## src/rtl/ssp_params.svh

```systemverilog
// Purpose: constants of the serial port status and control block
// Assumes: apb byte addresses, 8-bit registers in the low lane
// Notes:   included by its bare name
`ifndef SSP_PARAMS_SVH
`define SSP_PARAMS_SVH
// ----------------------------------------
// register offsets
// ----------------------------------------
`define SSP_CTRL_OFF 12'h014
`define SSP_STAT_OFF 12'h094
`define SSP_BUF_OFF  12'h020
`define SSP_ADDR_OFF 12'h024
`define SSP_IST_OFF  12'h028
`define SSP_IMSK_OFF 12'h02c
// ----------------------------------------
// field positions
// ----------------------------------------
`define SSP_C_WRITE_COLLISION_FLAG 7
`define SSP_C_OVF  6
`define SSP_C_EN   5
`define SSP_C_CKP  4
`define SSP_S_DA   5
`define SSP_S_STOP 4
`define SSP_S_STRT 3
`define SSP_S_RW   2
`define SSP_S_UA   1
`define SSP_S_BF   0
`define SSP_I_BYTE 0
`define SSP_I_STRT 1
`define SSP_I_STOP 2
// ----------------------------------------
// reset values
// ----------------------------------------
`define SSP_CTRL_RST 8'h00
`define SSP_STAT_RST 8'h00
`define SSP_ADDR_RST 8'h00
`define SSP_IRQ_RST  3'h0
`endif

```

## src/rtl/ssp_pkg.sv

```systemverilog
// Purpose: types of the serial port block
// Assumes: nothing
// Notes:   state struct of the link engine only
package ssp_pkg;
    // port mode codes
    typedef enum logic [3:0] {
        SSP_MODE_I2C7 = 4'h6
    } ssp_mode_t;
    // link engine states
    typedef enum logic [2:0] {
        SSP_IDLE = 3'b000,
        SSP_ADDR = 3'b001,
        SSP_RX   = 3'b010,
        SSP_TX   = 3'b011,
        SSP_SKIP = 3'b100
    } ssp_lst_t;
    // link engine state
    typedef struct packed {
        logic [1:0] scl_s;
        logic [1:0] sda_s;
        logic       scl_d;
        logic       sda_d;
        ssp_lst_t   st;
        logic [3:0] cnt;
        logic [7:0] sh;
        logic       drv;
        logic       rw;
        logic       start;
        logic       stop;
        logic       amatch;
        logic       rxdone;
        logic       txdone;
        logic       nack;
    } ssp_lnk_t;
endpackage

```

## src/rtl/ssp_link_if.sv

```systemverilog
// Purpose: carrier between register side and link engine
// Assumes: one clock for both ends
// Notes:   events are one-cycle pulses
`timescale 1ns/10ps
interface ssp_link_if;
    logic       en;
    logic [6:0] own_addr;
    logic [7:0] tx_data;
    logic       start;
    logic       stop;
    logic       amatch;
    logic       rw;
    logic       rxdone;
    logic [7:0] rxbyte;
    logic       txdone;
    logic       nack;
    logic       busy;
    modport ctl (output en, own_addr, tx_data,
                 input start, stop, amatch, rw, rxdone, rxbyte, txdone, nack, busy);
    modport lnk (input en, own_addr, tx_data,
                 output start, stop, amatch, rw, rxdone, rxbyte, txdone, nack, busy);
endinterface

```

## src/rtl/ssp_link.sv

```systemverilog
// Purpose: i2c slave engine on sampled scl and sda
// Assumes: scl much slower than clk_in
// Notes:   pins pass two flops before any use
`timescale 1ns/10ps
module ssp_link (
    input  wire logic clk_in,
    input  wire logic rst_in,
    input  wire logic scl_in,
    input  wire logic sda_in,
    output logic      sda_out,
    output logic      sda_oe_out,
    ssp_link_if.lnk   lk
);
    ssp_pkg::ssp_lnk_t r;
    ssp_pkg::ssp_lnk_t n;
    logic scl;
    logic sda;
    logic rise;
    logic fall;
    // edge and condition detection on the second sync stage
    assign scl  = r.scl_s[1];
    assign sda  = r.sda_s[1];
    assign rise = scl & ~r.scl_d;
    assign fall = ~scl & r.scl_d;
    // next state of the engine
    always_comb begin
        n = r;
        n.scl_s = {r.scl_s[0], scl_in};
        n.sda_s = {r.sda_s[0], sda_in};
        n.scl_d = scl;
        n.sda_d = sda;
        n.start = 1'b0;
        n.stop = 1'b0;
        n.amatch = 1'b0;
        n.rxdone = 1'b0;
        n.txdone = 1'b0;
        n.nack = 1'b0;
        if (!lk.en) begin
            n.st = ssp_pkg::SSP_IDLE;
            n.drv = 1'b0;
        end else if (scl && r.scl_d && !sda && r.sda_d) begin
            n.start = 1'b1;
            n.st = ssp_pkg::SSP_ADDR;
            n.cnt = 4'h0;
            n.drv = 1'b0;
        end else if (scl && r.scl_d && sda && !r.sda_d) begin
            n.stop = 1'b1;
            n.st = ssp_pkg::SSP_IDLE;
            n.drv = 1'b0;
        end else if (r.st != ssp_pkg::SSP_IDLE && r.st != ssp_pkg::SSP_SKIP) begin
            if (rise) begin
                n.cnt = r.cnt + 4'h1;
                if (r.cnt < 4'h8 && r.st != ssp_pkg::SSP_TX) begin
                    n.sh = {r.sh[6:0], sda};
                end
                if (r.cnt == 4'h8 && r.st == ssp_pkg::SSP_TX) begin
                    n.nack = sda;
                    n.txdone = ~sda;
                    if (sda) begin
                        n.st = ssp_pkg::SSP_SKIP;
                    end
                end
            end else if (fall) begin
                if (r.cnt == 4'h8) begin
                    n.drv = r.st != ssp_pkg::SSP_TX;
                    if (r.st == ssp_pkg::SSP_ADDR) begin
                        n.amatch = r.sh[7:1] == lk.own_addr;
                        n.rw = r.sh[0];
                        n.drv = r.sh[7:1] == lk.own_addr;
                        if (r.sh[7:1] != lk.own_addr) begin
                            n.st = ssp_pkg::SSP_SKIP;
                        end
                    end
                    n.rxdone = r.st == ssp_pkg::SSP_RX;
                end else if (r.cnt == 4'h9) begin
                    n.cnt = 4'h0;
                    n.drv = 1'b0;
                    if (r.st == ssp_pkg::SSP_ADDR) begin
                        n.st = r.rw ? ssp_pkg::SSP_TX : ssp_pkg::SSP_RX;
                    end
                    if (n.st == ssp_pkg::SSP_TX) begin
                        n.sh = lk.tx_data;
                        n.drv = ~lk.tx_data[7];
                    end
                end else if (r.st == ssp_pkg::SSP_TX) begin
                    n.drv = ~r.sh[3'd7 - r.cnt[2:0]];
                end
            end
        end
    end
    // state register
    always_ff @(posedge clk_in) begin
        if (rst_in) begin
            r <= '0;
            r.scl_s <= 2'h3;
            r.sda_s <= 2'h3;
            r.scl_d <= 1'b1;
            r.sda_d <= 1'b1;
        end else begin
            r <= n;
        end
    end
    // open-drain pin: drives low only
    assign sda_out = 1'b0;
    assign sda_oe_out = r.drv;
    assign lk.start = r.start;
    assign lk.stop = r.stop;
    assign lk.amatch = r.amatch;
    assign lk.rw = r.rw;
    assign lk.rxdone = r.rxdone;
    assign lk.rxbyte = r.sh;
    assign lk.txdone = r.txdone;
    assign lk.nack = r.nack;
    assign lk.busy = r.st == ssp_pkg::SSP_TX;
endmodule

```

## src/rtl/ssp_top.sv

```systemverilog
// Purpose: apb register file of the serial port with i2c slave link
// Assumes: apb master per protocol, i2c link slower than clk_in
// Notes:   only the 7-bit slave mode moves data
//
// The implementer's own choice: register access over APB.
`timescale 1ns/10ps
`include "ssp_params.svh"
module ssp_top (
    input  wire logic        clk_in,
    input  wire logic        rst_in,
    input  wire logic        psel_in,
    input  wire logic        penable_in,
    input  wire logic        pwrite_in,
    input  wire logic [11:0] paddr_in,
    input  wire logic [31:0] pwdata_in,
    output logic      [31:0] prdata_out,
    output logic             pready_out,
    output logic             pslverr_out,
    input  wire logic        scl_in,
    input  wire logic        sda_in,
    output logic             sda_out,
    output logic             sda_oe_out,
    output logic             irq_out
);
    // ----------------------------------------
    // state
    // ----------------------------------------
    typedef struct packed {
        logic [7:0]  ctrl;
        logic [1:0]  cfg;
        logic        da;
        logic        stop;
        logic        start;
        logic        rw;
        logic        bf;
        logic [7:0]  rxbuf;
        logic [7:0]  txbuf;
        logic [7:0]  addr;
        logic [2:0]  ist;
        logic [2:0]  imsk;
        logic        irq;
        logic        pready;
        logic        pslverr;
        logic [31:0] prdata;
    } ssp_top_st_t;

    ssp_top_st_t r;
    ssp_top_st_t n;
    ssp_link_if  lk ();
    logic        acc;
    logic        wr;
    logic        rd;
    logic        en;
    logic        i2c;

    // ----------------------------------------
    // helpers
    // ----------------------------------------
    // decodes an offset to a mapped register
    function automatic logic is_mapped(input logic [11:0] a);
        is_mapped = a == `SSP_CTRL_OFF || a == `SSP_STAT_OFF ||
                    a == `SSP_BUF_OFF  || a == `SSP_ADDR_OFF ||
                    a == `SSP_IST_OFF  || a == `SSP_IMSK_OFF;
    endfunction

    // zero-extends a byte onto the data bus
    function automatic logic [31:0] ext8(input logic [7:0] v);
        ext8 = {24'h000000, v};
    endfunction

    // assembles the status byte
    function automatic logic [7:0] stat_byte(input ssp_top_st_t s);
        stat_byte = {s.cfg, s.da, s.stop, s.start, s.rw, 1'b0, s.bf};
    endfunction

    // ----------------------------------------
    // bus qualifiers
    // ----------------------------------------
    // the access completes on the edge where pready is high
    assign acc = psel_in & penable_in & r.pready;
    assign wr  = acc & pwrite_in & is_mapped(paddr_in);
    assign rd  = acc & ~pwrite_in;
    assign en  = r.ctrl[`SSP_C_EN];
    assign i2c = r.ctrl[3:0] == ssp_pkg::SSP_MODE_I2C7;

    // ----------------------------------------
    // link side
    // ----------------------------------------
    // controls handed to the engine
    assign lk.en       = en & i2c;
    assign lk.own_addr = r.addr[7:1];
    assign lk.tx_data  = r.txbuf;

    // i2c slave engine
    ssp_link u_link (
        .clk_in     (clk_in),
        .rst_in     (rst_in),
        .scl_in     (scl_in),
        .sda_in     (sda_in),
        .sda_out    (sda_out),
        .sda_oe_out (sda_oe_out),
        .lk         (lk)
    );

    // ----------------------------------------
    // next state
    // ----------------------------------------
    always_comb begin
        n = r;
        n.pslverr = 1'b0;

        // apb answer: one wait state, then pready for one cycle
        n.pready = psel_in & penable_in & ~r.pready;
        if (psel_in && penable_in && !r.pready) begin
            n.pslverr = ~is_mapped(paddr_in);
            n.prdata = 32'h00000000;
            if (!pwrite_in) begin
                unique case (paddr_in)
                    `SSP_CTRL_OFF: n.prdata = ext8(r.ctrl);
                    `SSP_STAT_OFF: n.prdata = ext8(stat_byte(r));
                    `SSP_BUF_OFF:  n.prdata = ext8(r.rxbuf);
                    `SSP_ADDR_OFF: n.prdata = ext8(r.addr);
                    `SSP_IST_OFF:  n.prdata = {29'h00000000, r.ist};
                    `SSP_IMSK_OFF: n.prdata = {29'h00000000, r.imsk};
                    default:       n.prdata = 32'h00000000;
                endcase
            end
        end

        // software writes
        if (wr) begin
            unique case (paddr_in)
                `SSP_CTRL_OFF: n.ctrl = pwdata_in[7:0];
                `SSP_STAT_OFF: n.cfg = pwdata_in[7:6];
                `SSP_ADDR_OFF: n.addr = pwdata_in[7:0];
                `SSP_IMSK_OFF: n.imsk = pwdata_in[2:0];
                `SSP_IST_OFF:  n.ist = r.ist & ~pwdata_in[2:0];
                default:       n.txbuf = r.txbuf;
            endcase
        end

        // buffer write: collision while shifting out
        if (wr && paddr_in == `SSP_BUF_OFF) begin
            if (lk.busy) begin
                n.ctrl[`SSP_C_WRITE_COLLISION_FLAG] = 1'b1;
            end else begin
                n.txbuf = pwdata_in[7:0];
            end
        end

        // buffer read empties it
        if (rd && paddr_in == `SSP_BUF_OFF) begin
            n.bf = 1'b0;
        end

        // start and stop tracking
        if (!en) begin
            n.start = 1'b0;
            n.stop = 1'b0;
        end else if (lk.start) begin
            n.start = 1'b1;
            n.stop = 1'b0;
        end else if (lk.stop) begin
            n.stop = 1'b1;
            n.start = 1'b0;
        end

        // direction bit window
        if (lk.amatch) begin
            n.rw = lk.rw;
            n.da = 1'b0;
        end else if (lk.start || lk.stop || lk.nack || !en) begin
            n.rw = 1'b0;
        end

        // received byte lands unless the buffer still holds one
        if (lk.rxdone) begin
            n.da = 1'b1;
            if (r.bf && !(rd && paddr_in == `SSP_BUF_OFF)) begin
                n.ctrl[`SSP_C_OVF] = 1'b1;
            end else begin
                n.rxbuf = lk.rxbyte;
                n.bf = 1'b1;
            end
        end
        // a byte sent out is data whether the master acked or not
        if (lk.txdone || lk.nack) begin
            n.da = 1'b1;
        end

        // sticky interrupt events win over a clear
        if (lk.rxdone || lk.amatch || lk.txdone) begin
            n.ist[`SSP_I_BYTE] = 1'b1;
        end
        if (lk.start) begin
            n.ist[`SSP_I_STRT] = 1'b1;
        end
        if (lk.stop) begin
            n.ist[`SSP_I_STOP] = 1'b1;
        end
        n.irq = |(n.ist & n.imsk);
    end

    // ----------------------------------------
    // state register
    // ----------------------------------------
    always_ff @(posedge clk_in) begin
        if (rst_in) begin
            r <= '0;
            r.ctrl <= `SSP_CTRL_RST;
            r.addr <= `SSP_ADDR_RST;
            r.ist <= `SSP_IRQ_RST;
            r.imsk <= `SSP_IRQ_RST;
        end else begin
            r <= n;
        end
    end

    // ----------------------------------------
    // outputs
    // ----------------------------------------
    assign prdata_out  = r.prdata;
    assign pready_out  = r.pready;
    assign pslverr_out = r.pslverr;
    assign irq_out     = r.irq;
endmodule

```

## config.mk

```make
export PLATFORM = sky130hd
export DESIGN_NAME = ssp_top
export DESIGN_NICKNAME = d
export VERILOG_FILES = /design/src/rtl/ssp_pkg.sv /design/src/rtl/ssp_link_if.sv /design/src/rtl/ssp_link.sv /design/src/rtl/ssp_top.sv
export VERILOG_INCLUDE_DIRS = /design/src /design/src/rtl
export SDC_FILE = /design/constraint.sdc
export NUM_CORES = 1
export LEC_CHECK = 0
export BUFFER_PORTS_ARGS = -buffer_cell sky130_fd_sc_hd__buf_2
export CORE_UTILIZATION = 50
export DETAILED_ROUTE_END_ITERATION = 10
export PLACE_DENSITY_LB_ADDON = 0.25
export SETUP_SLACK_MARGIN = 0.2
export SYNTH_ARGS = -nofsm -noshare
export SYNTH_HDL_FRONTEND = slang
export SYNTH_SLANG_ARGS = --single-unit
export TNS_END_PERCENT = 20
```

## constraint.sdc

```tcl
create_clock -name clk_in -period 2 [get_ports clk_in]
set_input_delay 0.2 -clock clk_in [delete_from_list [all_inputs] [get_ports clk_in]]
set_output_delay 0.2 -clock clk_in [all_outputs]
set_load 0.03 [all_outputs]
```

Yosys cells after proc, flatten, opt, wreduce, memory -nomap -nowiden --
Cells that the tools add are included.
Storage, ports and cells: register bits 109, input port bits 51, output and inout bits 37
Cells by class: add/subtract/negate cells 2, magnitude comparators 2, equal/unequal tests 40, multiplexer cells 67, bitwise gates (word level) 32, reductions and logical operators 55
Operators by type and width (count):
- 17-bit 2-to-1 mux | 6
- 6-bit inequality test (second input constant) | 9
- 12-bit by 6-bit == test with 1-bit output (second input constant) | 4
- 3-bit 2-to-1 mux | 16
- 8-bit case mux with 6 select lines | 1
- 15-bit 2-to-1 mux | 3
- 8-bit 2-to-1 mux | 5
- 9-bit 2-to-1 mux | 3
- 1-bit 2-to-1 mux | 24
- 12-bit 2-to-1 mux | 2
- 7-bit inequality test (second input constant) | 3
- 1-bit inverter | 20
- 4-bit inequality test (second input constant) | 4
- 7-bit AND reduction | 2
- 1-bit logical AND | 13
- 12-bit by 5-bit == test with 1-bit output (second input constant) | 1
- 12-bit by 8-bit == test with 1-bit output (second input constant) | 1
- 1-bit logical OR | 11
- 10-bit 2-to-1 mux | 1
- 1-bit AND | 9
- 3-bit by 2-bit == test with 1-bit output (second input constant) | 3
- 9-bit AND reduction | 1
- 3-bit nonzero test | 3
- 3-bit OR reduction | 3
- other kinds (33) | 50

Logic depth before layout (Yosys ltp) --
word-level depth 24, gate-level depth with buffers 8, depth with buffers taken out 7

Modules after synthesis --
Synthesis repeated with hierarchy kept, for this count alone.
Unflattened totals: cell total of the unflattened synthesis 518, area, all modules 4541.9 um^2
Modules (own cells, without submodules):
- ssp_top | times used 1, cells each 317, area each 2738.9 um^2, seq. area each 1121.1 um^2
- ssp_link | times used 1, cells each 201, area each 1803.0 um^2, seq. area each 580.6 um^2

Least setup slack after synthesis --
Ideal clock, no wire load.
path type flip-flop to flip-flop, from register u_link.r[17] in the netlist's numbering, to register u_link.r (netlist bit u_link.lk.rxbyte[0]), setup time 78 ps, arrival 2037 ps, required time 1922 ps, setup slack -115 ps, stages on the path, launching flop included 9, buffers on the path 1, period minus slack after synthesis 2115 ps, cell sequence dfxtp_1 clkbuf_1 inv_1 ha_1 nand3b_1 o211ai_1 a211oi_1 nor4_1 nor3_1
Between the ends: cells in the longest elaborated chain, start to end 4
RTL lines:
- start: declaration | line ssp_link.sv:14 | ssp_pkg::ssp_lnk_t r;
- start signal: assignment | line ssp_link.sv:100 | r <= n;
- 4-bit less-than comparator | line ssp_link.sv:53 | if (r.cnt < 4'h8 && r.st != ssp_pkg::SSP_TX) begin
- 1-bit logical AND | line ssp_link.sv:53
- 2-bit inequality test (no line)
- 9-bit AND reduction (no line) *
Every way passes the cells marked *; elsewhere a longest branch is shown, timed or not. A chain may end at the register's enable or synchronous reset.

Worst setup path after layout --
from register u_link.r[18] in the netlist's numbering, to register u_link.r[20] in the netlist's numbering
Between the ends: cells in the longest elaborated chain, start to end 12
RTL lines:
- 4-bit == test | line ssp_link.sv:56, ssp_link.sv:64
- 3-bit 2-to-1 mux | line ssp_link.sv:64 | if (r.cnt == 4'h8) begin
- 17-bit 2-to-1 mux | line ssp_link.sv:63 | end else if (fall) begin
- 17-bit 2-to-1 mux | line ssp_link.sv:51 | if (rise) begin
- 17-bit 2-to-1 mux | line ssp_link.sv:50 | end else if (r.st != ssp_pkg::SSP_IDLE && r.st != ssp_pkg::SSP_SKIP) begin
- 17-bit 2-to-1 mux | line ssp_link.sv:46 | end else if (scl && r.scl_d && sda && !r.sda_d) begin
- 17-bit 2-to-1 mux | line ssp_link.sv:41 | end else if (scl && r.scl_d && !sda && r.sda_d) begin
- 17-bit 2-to-1 mux | line ssp_link.sv:38 | if (!lk.en) begin
- 15-bit 2-to-1 mux | line ssp_link.sv:51
- 15-bit 2-to-1 mux | line ssp_link.sv:50
- 1-bit 2-to-1 mux | line ssp_link.sv:46
- 5-bit 2-to-1 mux | line ssp_link.sv:41
Several ways; a longest one is shown, not always the timed one. The select of a mux whose other input is x is not followed.

==> metrics <==
R2R Path Start=u_link.r[18]$_SDFFE_PP0P_; area grow syn2layout=19.88%; fin cells=685; synthesized area per cell=8.949 um2; Peak VDD IR=between 0.3 and 0.4 mV; die area=9423 um2; Metal-1 WL=approximately 5500 um; Pins Over Slew Limit=0; Post-Route Utilization=between 60 and 70%; Root Buffer=clkbuf_8; P_leak=approximately 0.0021 uW; Seq/Total Area, Yosys=37.65%; # setup viols final=0; Worst Setup SP=u_link.r[18]$_SDFFE_PP0P_; routed length on met3=722 um; Hold Path Sink=u_link.n[28]$_SDFF_PP1_; cell depth of the worst flop-to-flop path=5; peak fanout along the critical path=4; Final Instance Area=~5400 um2; total placed cells including tap cells=about 660; DR vias=around 4100; post-route setup slack=approximately 0.095 ns; core region area=slightly below 9000 um2; RSZ-0062 raised after global routing=true; status=finished clean; Cells after Synth=slightly above 500; R2R Setup Slk=about 0.095 ns; top sig layer=met4; Mapped Area=4519 um2; Placer Congestion=just under 0.9; wirelength, routed=approximately 12000 um; DR vias/cell=~6.0; Post-synth EDFFs=0; most frequent cells in the layout=80 x dfxtp_1, 51 x buf_4, 50 x nor2_1; hold path depth=2; CTS tree=built; Layout Nets=between 600 and 700; Critical Path Sink Type=flip-flop; clock tree buffer depth=2; Area after DPL=about 4900 um2; Hold Crit Class=input port to flip-flop; # clock sinks=85; commonest non-fill, non-tap cell in the layout=dfxtp_1; Skew-Pair Late Insertion Delay=0.37 ns; DRC viols=0; CP Class=flip-flop to flip-flop; Slew @ Worst Pin=approximately 0.60 ns; total CTS buffers=9; # fillers=~760; io pins=88; Final period util=95.23%; placed wire-length estimate=8452 um; Most used DFF post-synth=dfxtp_1; Reg clk slew, reported paths=about 0.09 ns; post-route minimum period=about 1.9 ns; fraction of layout cells with a size suffix above 1=between 20 and 30%; CP startpoint kind=flip-flop; vias in the first global route=3677; Rows=34; Die Ht=97.07 um; WL/cell=roughly 17 um; IO buf count=38; largest net degree at the start of global routing=between 50 and 60; remaining antenna violation count=0; yosys warns=0; required time of the critical path=2.29 ns; Tot GR Track Use=about a quarter; H-tree depth=3; Initial DRC Count=about 340; Die Span X=a little under 100 um; Clock Skew=about 0.012 ns; pre-CTS WS=~0.016 ns; fmax=525.1 MHz; Hold-fix buffers, CTS=0; CP arrival=roughly 2.2 ns; asr flop ratio synth=0%; R2R Path End=u_link.r[20]$_SDFFE_PP0P_; Initial Util=between 50% and 60%; initial antenna violation count=0; number of antenna repair diodes=0; Met2 Wirelength=roughly 5500 um; Yosys cell types=slightly above 70; first-pass GRT wire length=between 15000 and 20000 um; Congestion Overflow GR=0; final hold vios=0; power per cell area=636.0 nW/um2; min-delay src=scl_in; Synth Register Bits=85; max-cap check violation count=0; Slew HR=59.73%; DR pass1 iterations=4
-- state kept, by name (all words and copies together), names as in the netlist --
| name | count |
|---|---|
| en | 1 |
| irq_out | 1 |
| lk.own_addr | 7 |
| lk.tx_data | 8 |
| prdata_out | 8 |
| pready_out | 1 |
| pslverr_out | 1 |
| r | 29 |
| u_link.lk.amatch | 1 |
| u_link.lk.nack | 1 |
| u_link.lk.rw | 1 |
| u_link.lk.rxbyte | 8 |
| u_link.lk.rxdone | 1 |
| u_link.lk.start | 1 |
| u_link.lk.stop | 1 |
| u_link.lk.txdone | 1 |
| u_link.n | 4 |
| u_link.r | 9 |
| u_link.sda_oe_out | 1 |
-- power breakdown --
part	internal [uW]	switching, uW
Combinational	55.7	169
Sequential	1700	4.03
Clock	869	651
Total	2620	824
-- layout make-up --
| class | instances | area (um2) | share of cell area [%] |
|---|---|---|---|
| clock buffer | 11 | 141.4 | 2.610 |
| clock inverter | 5 | 107.6 | 1.986 |
| inverter | 23 | 86.33 | 1.594 |
| multi-input combinational | 359 | 2601 | 48.01 |
| sequential | 85 | 1708 | 31.52 |
| tap | 108 | 135.1 | 2.494 |
| timing repair buffer | 94 | 638.1 | 11.78 |
-- cell usage after synthesis, drive strengths merged (9+ instances only) --
cell	instances	share of area [%]
a211oi	10	1.9
a21oi	20	2.2
a31oi	12	1.7
buf	40	6.4
clkbuf	22	1.8
dfxtp	85	38
inv	22	1.8
mux2i	39	8.6
nand2	25	2.1
nand3	9	1.0
nor2	50	4.2
nor3	18	2.4
nor4	16	3.0
o21ai	15	1.7
-- cell families (layout without fill, tap and decap cells) --
kind of cell,Yosys count,after routing,share of synthesized area [%]
and+or+nand+nor,160,160,19.41
AOI/OAI and AO/OA,119,119,19.66
DFF,85,85,37.65
buffers and inverters,85,133,10.13
muxes,42,42,10.13
xor gates and xnor gates,8,8,1.550
adders and majority gates,5,5,1.384
other,1,25,0.08298
-- worst max-delay path, stage by stage (launching register included) --
cell,delay [ns]
dfxtp_2,0.33
or4b_4,0.57
o32a_1,0.33
a311oi_2,0.30
o21ai_1,0.13
a211oi_2,0.17
-- per-layer routing --
layer | vias up | GRT usage, %
met5 | - | 0
met4 | 0 | 7.807
met3 | 14 | 3.813
met2 | 164 | 39.60
met1 | 1976 | 34.08
li1 | 1942 | -
-- stage by stage --
stage          TNS (ns)  total power [uW]  hold slack (ns)
6_report              0              3446          0.01036
5_1_grt               0              3532         0.009576
4_1_cts               0              3443         0.009088
3_5_place_dp          0              1956           0.3866
3_3_place_gp          0              1952           0.3879
2_1_floorplan  -0.01969              1918           0.3038
-- worst max-delay path by stage --
stage	end	slack, ns	cells past startpoint
3_5_place_dp	u_link.lk.rxbyte[3]$_SDFFE_PP0P_	0.02	6
5_1_grt	u_link.lk.rxbyte[1]$_SDFFE_PP0P_	0.004	9
6_report	u_link.r[20]$_SDFFE_PP0P_	0.1	5
2_1_floorplan	u_link.lk.rw$_SDFFE_PP0P_	-0.02	7
3_3_place_gp	irq_out$_SDFF_PP0_	0.02	7
4_1_cts	u_link.r[20]$_SDFFE_PP0P_	0.11	5
-- what timing repair did --
action / 4_1_cts / 5_1_grt
resized for setup: 17 / 20
pin swaps: 10 / 9
endpoints found under the setup margin: 25 / 36
setup buffers: 1 / 10
Note: power is estimated with default switching activity, not from simulation.
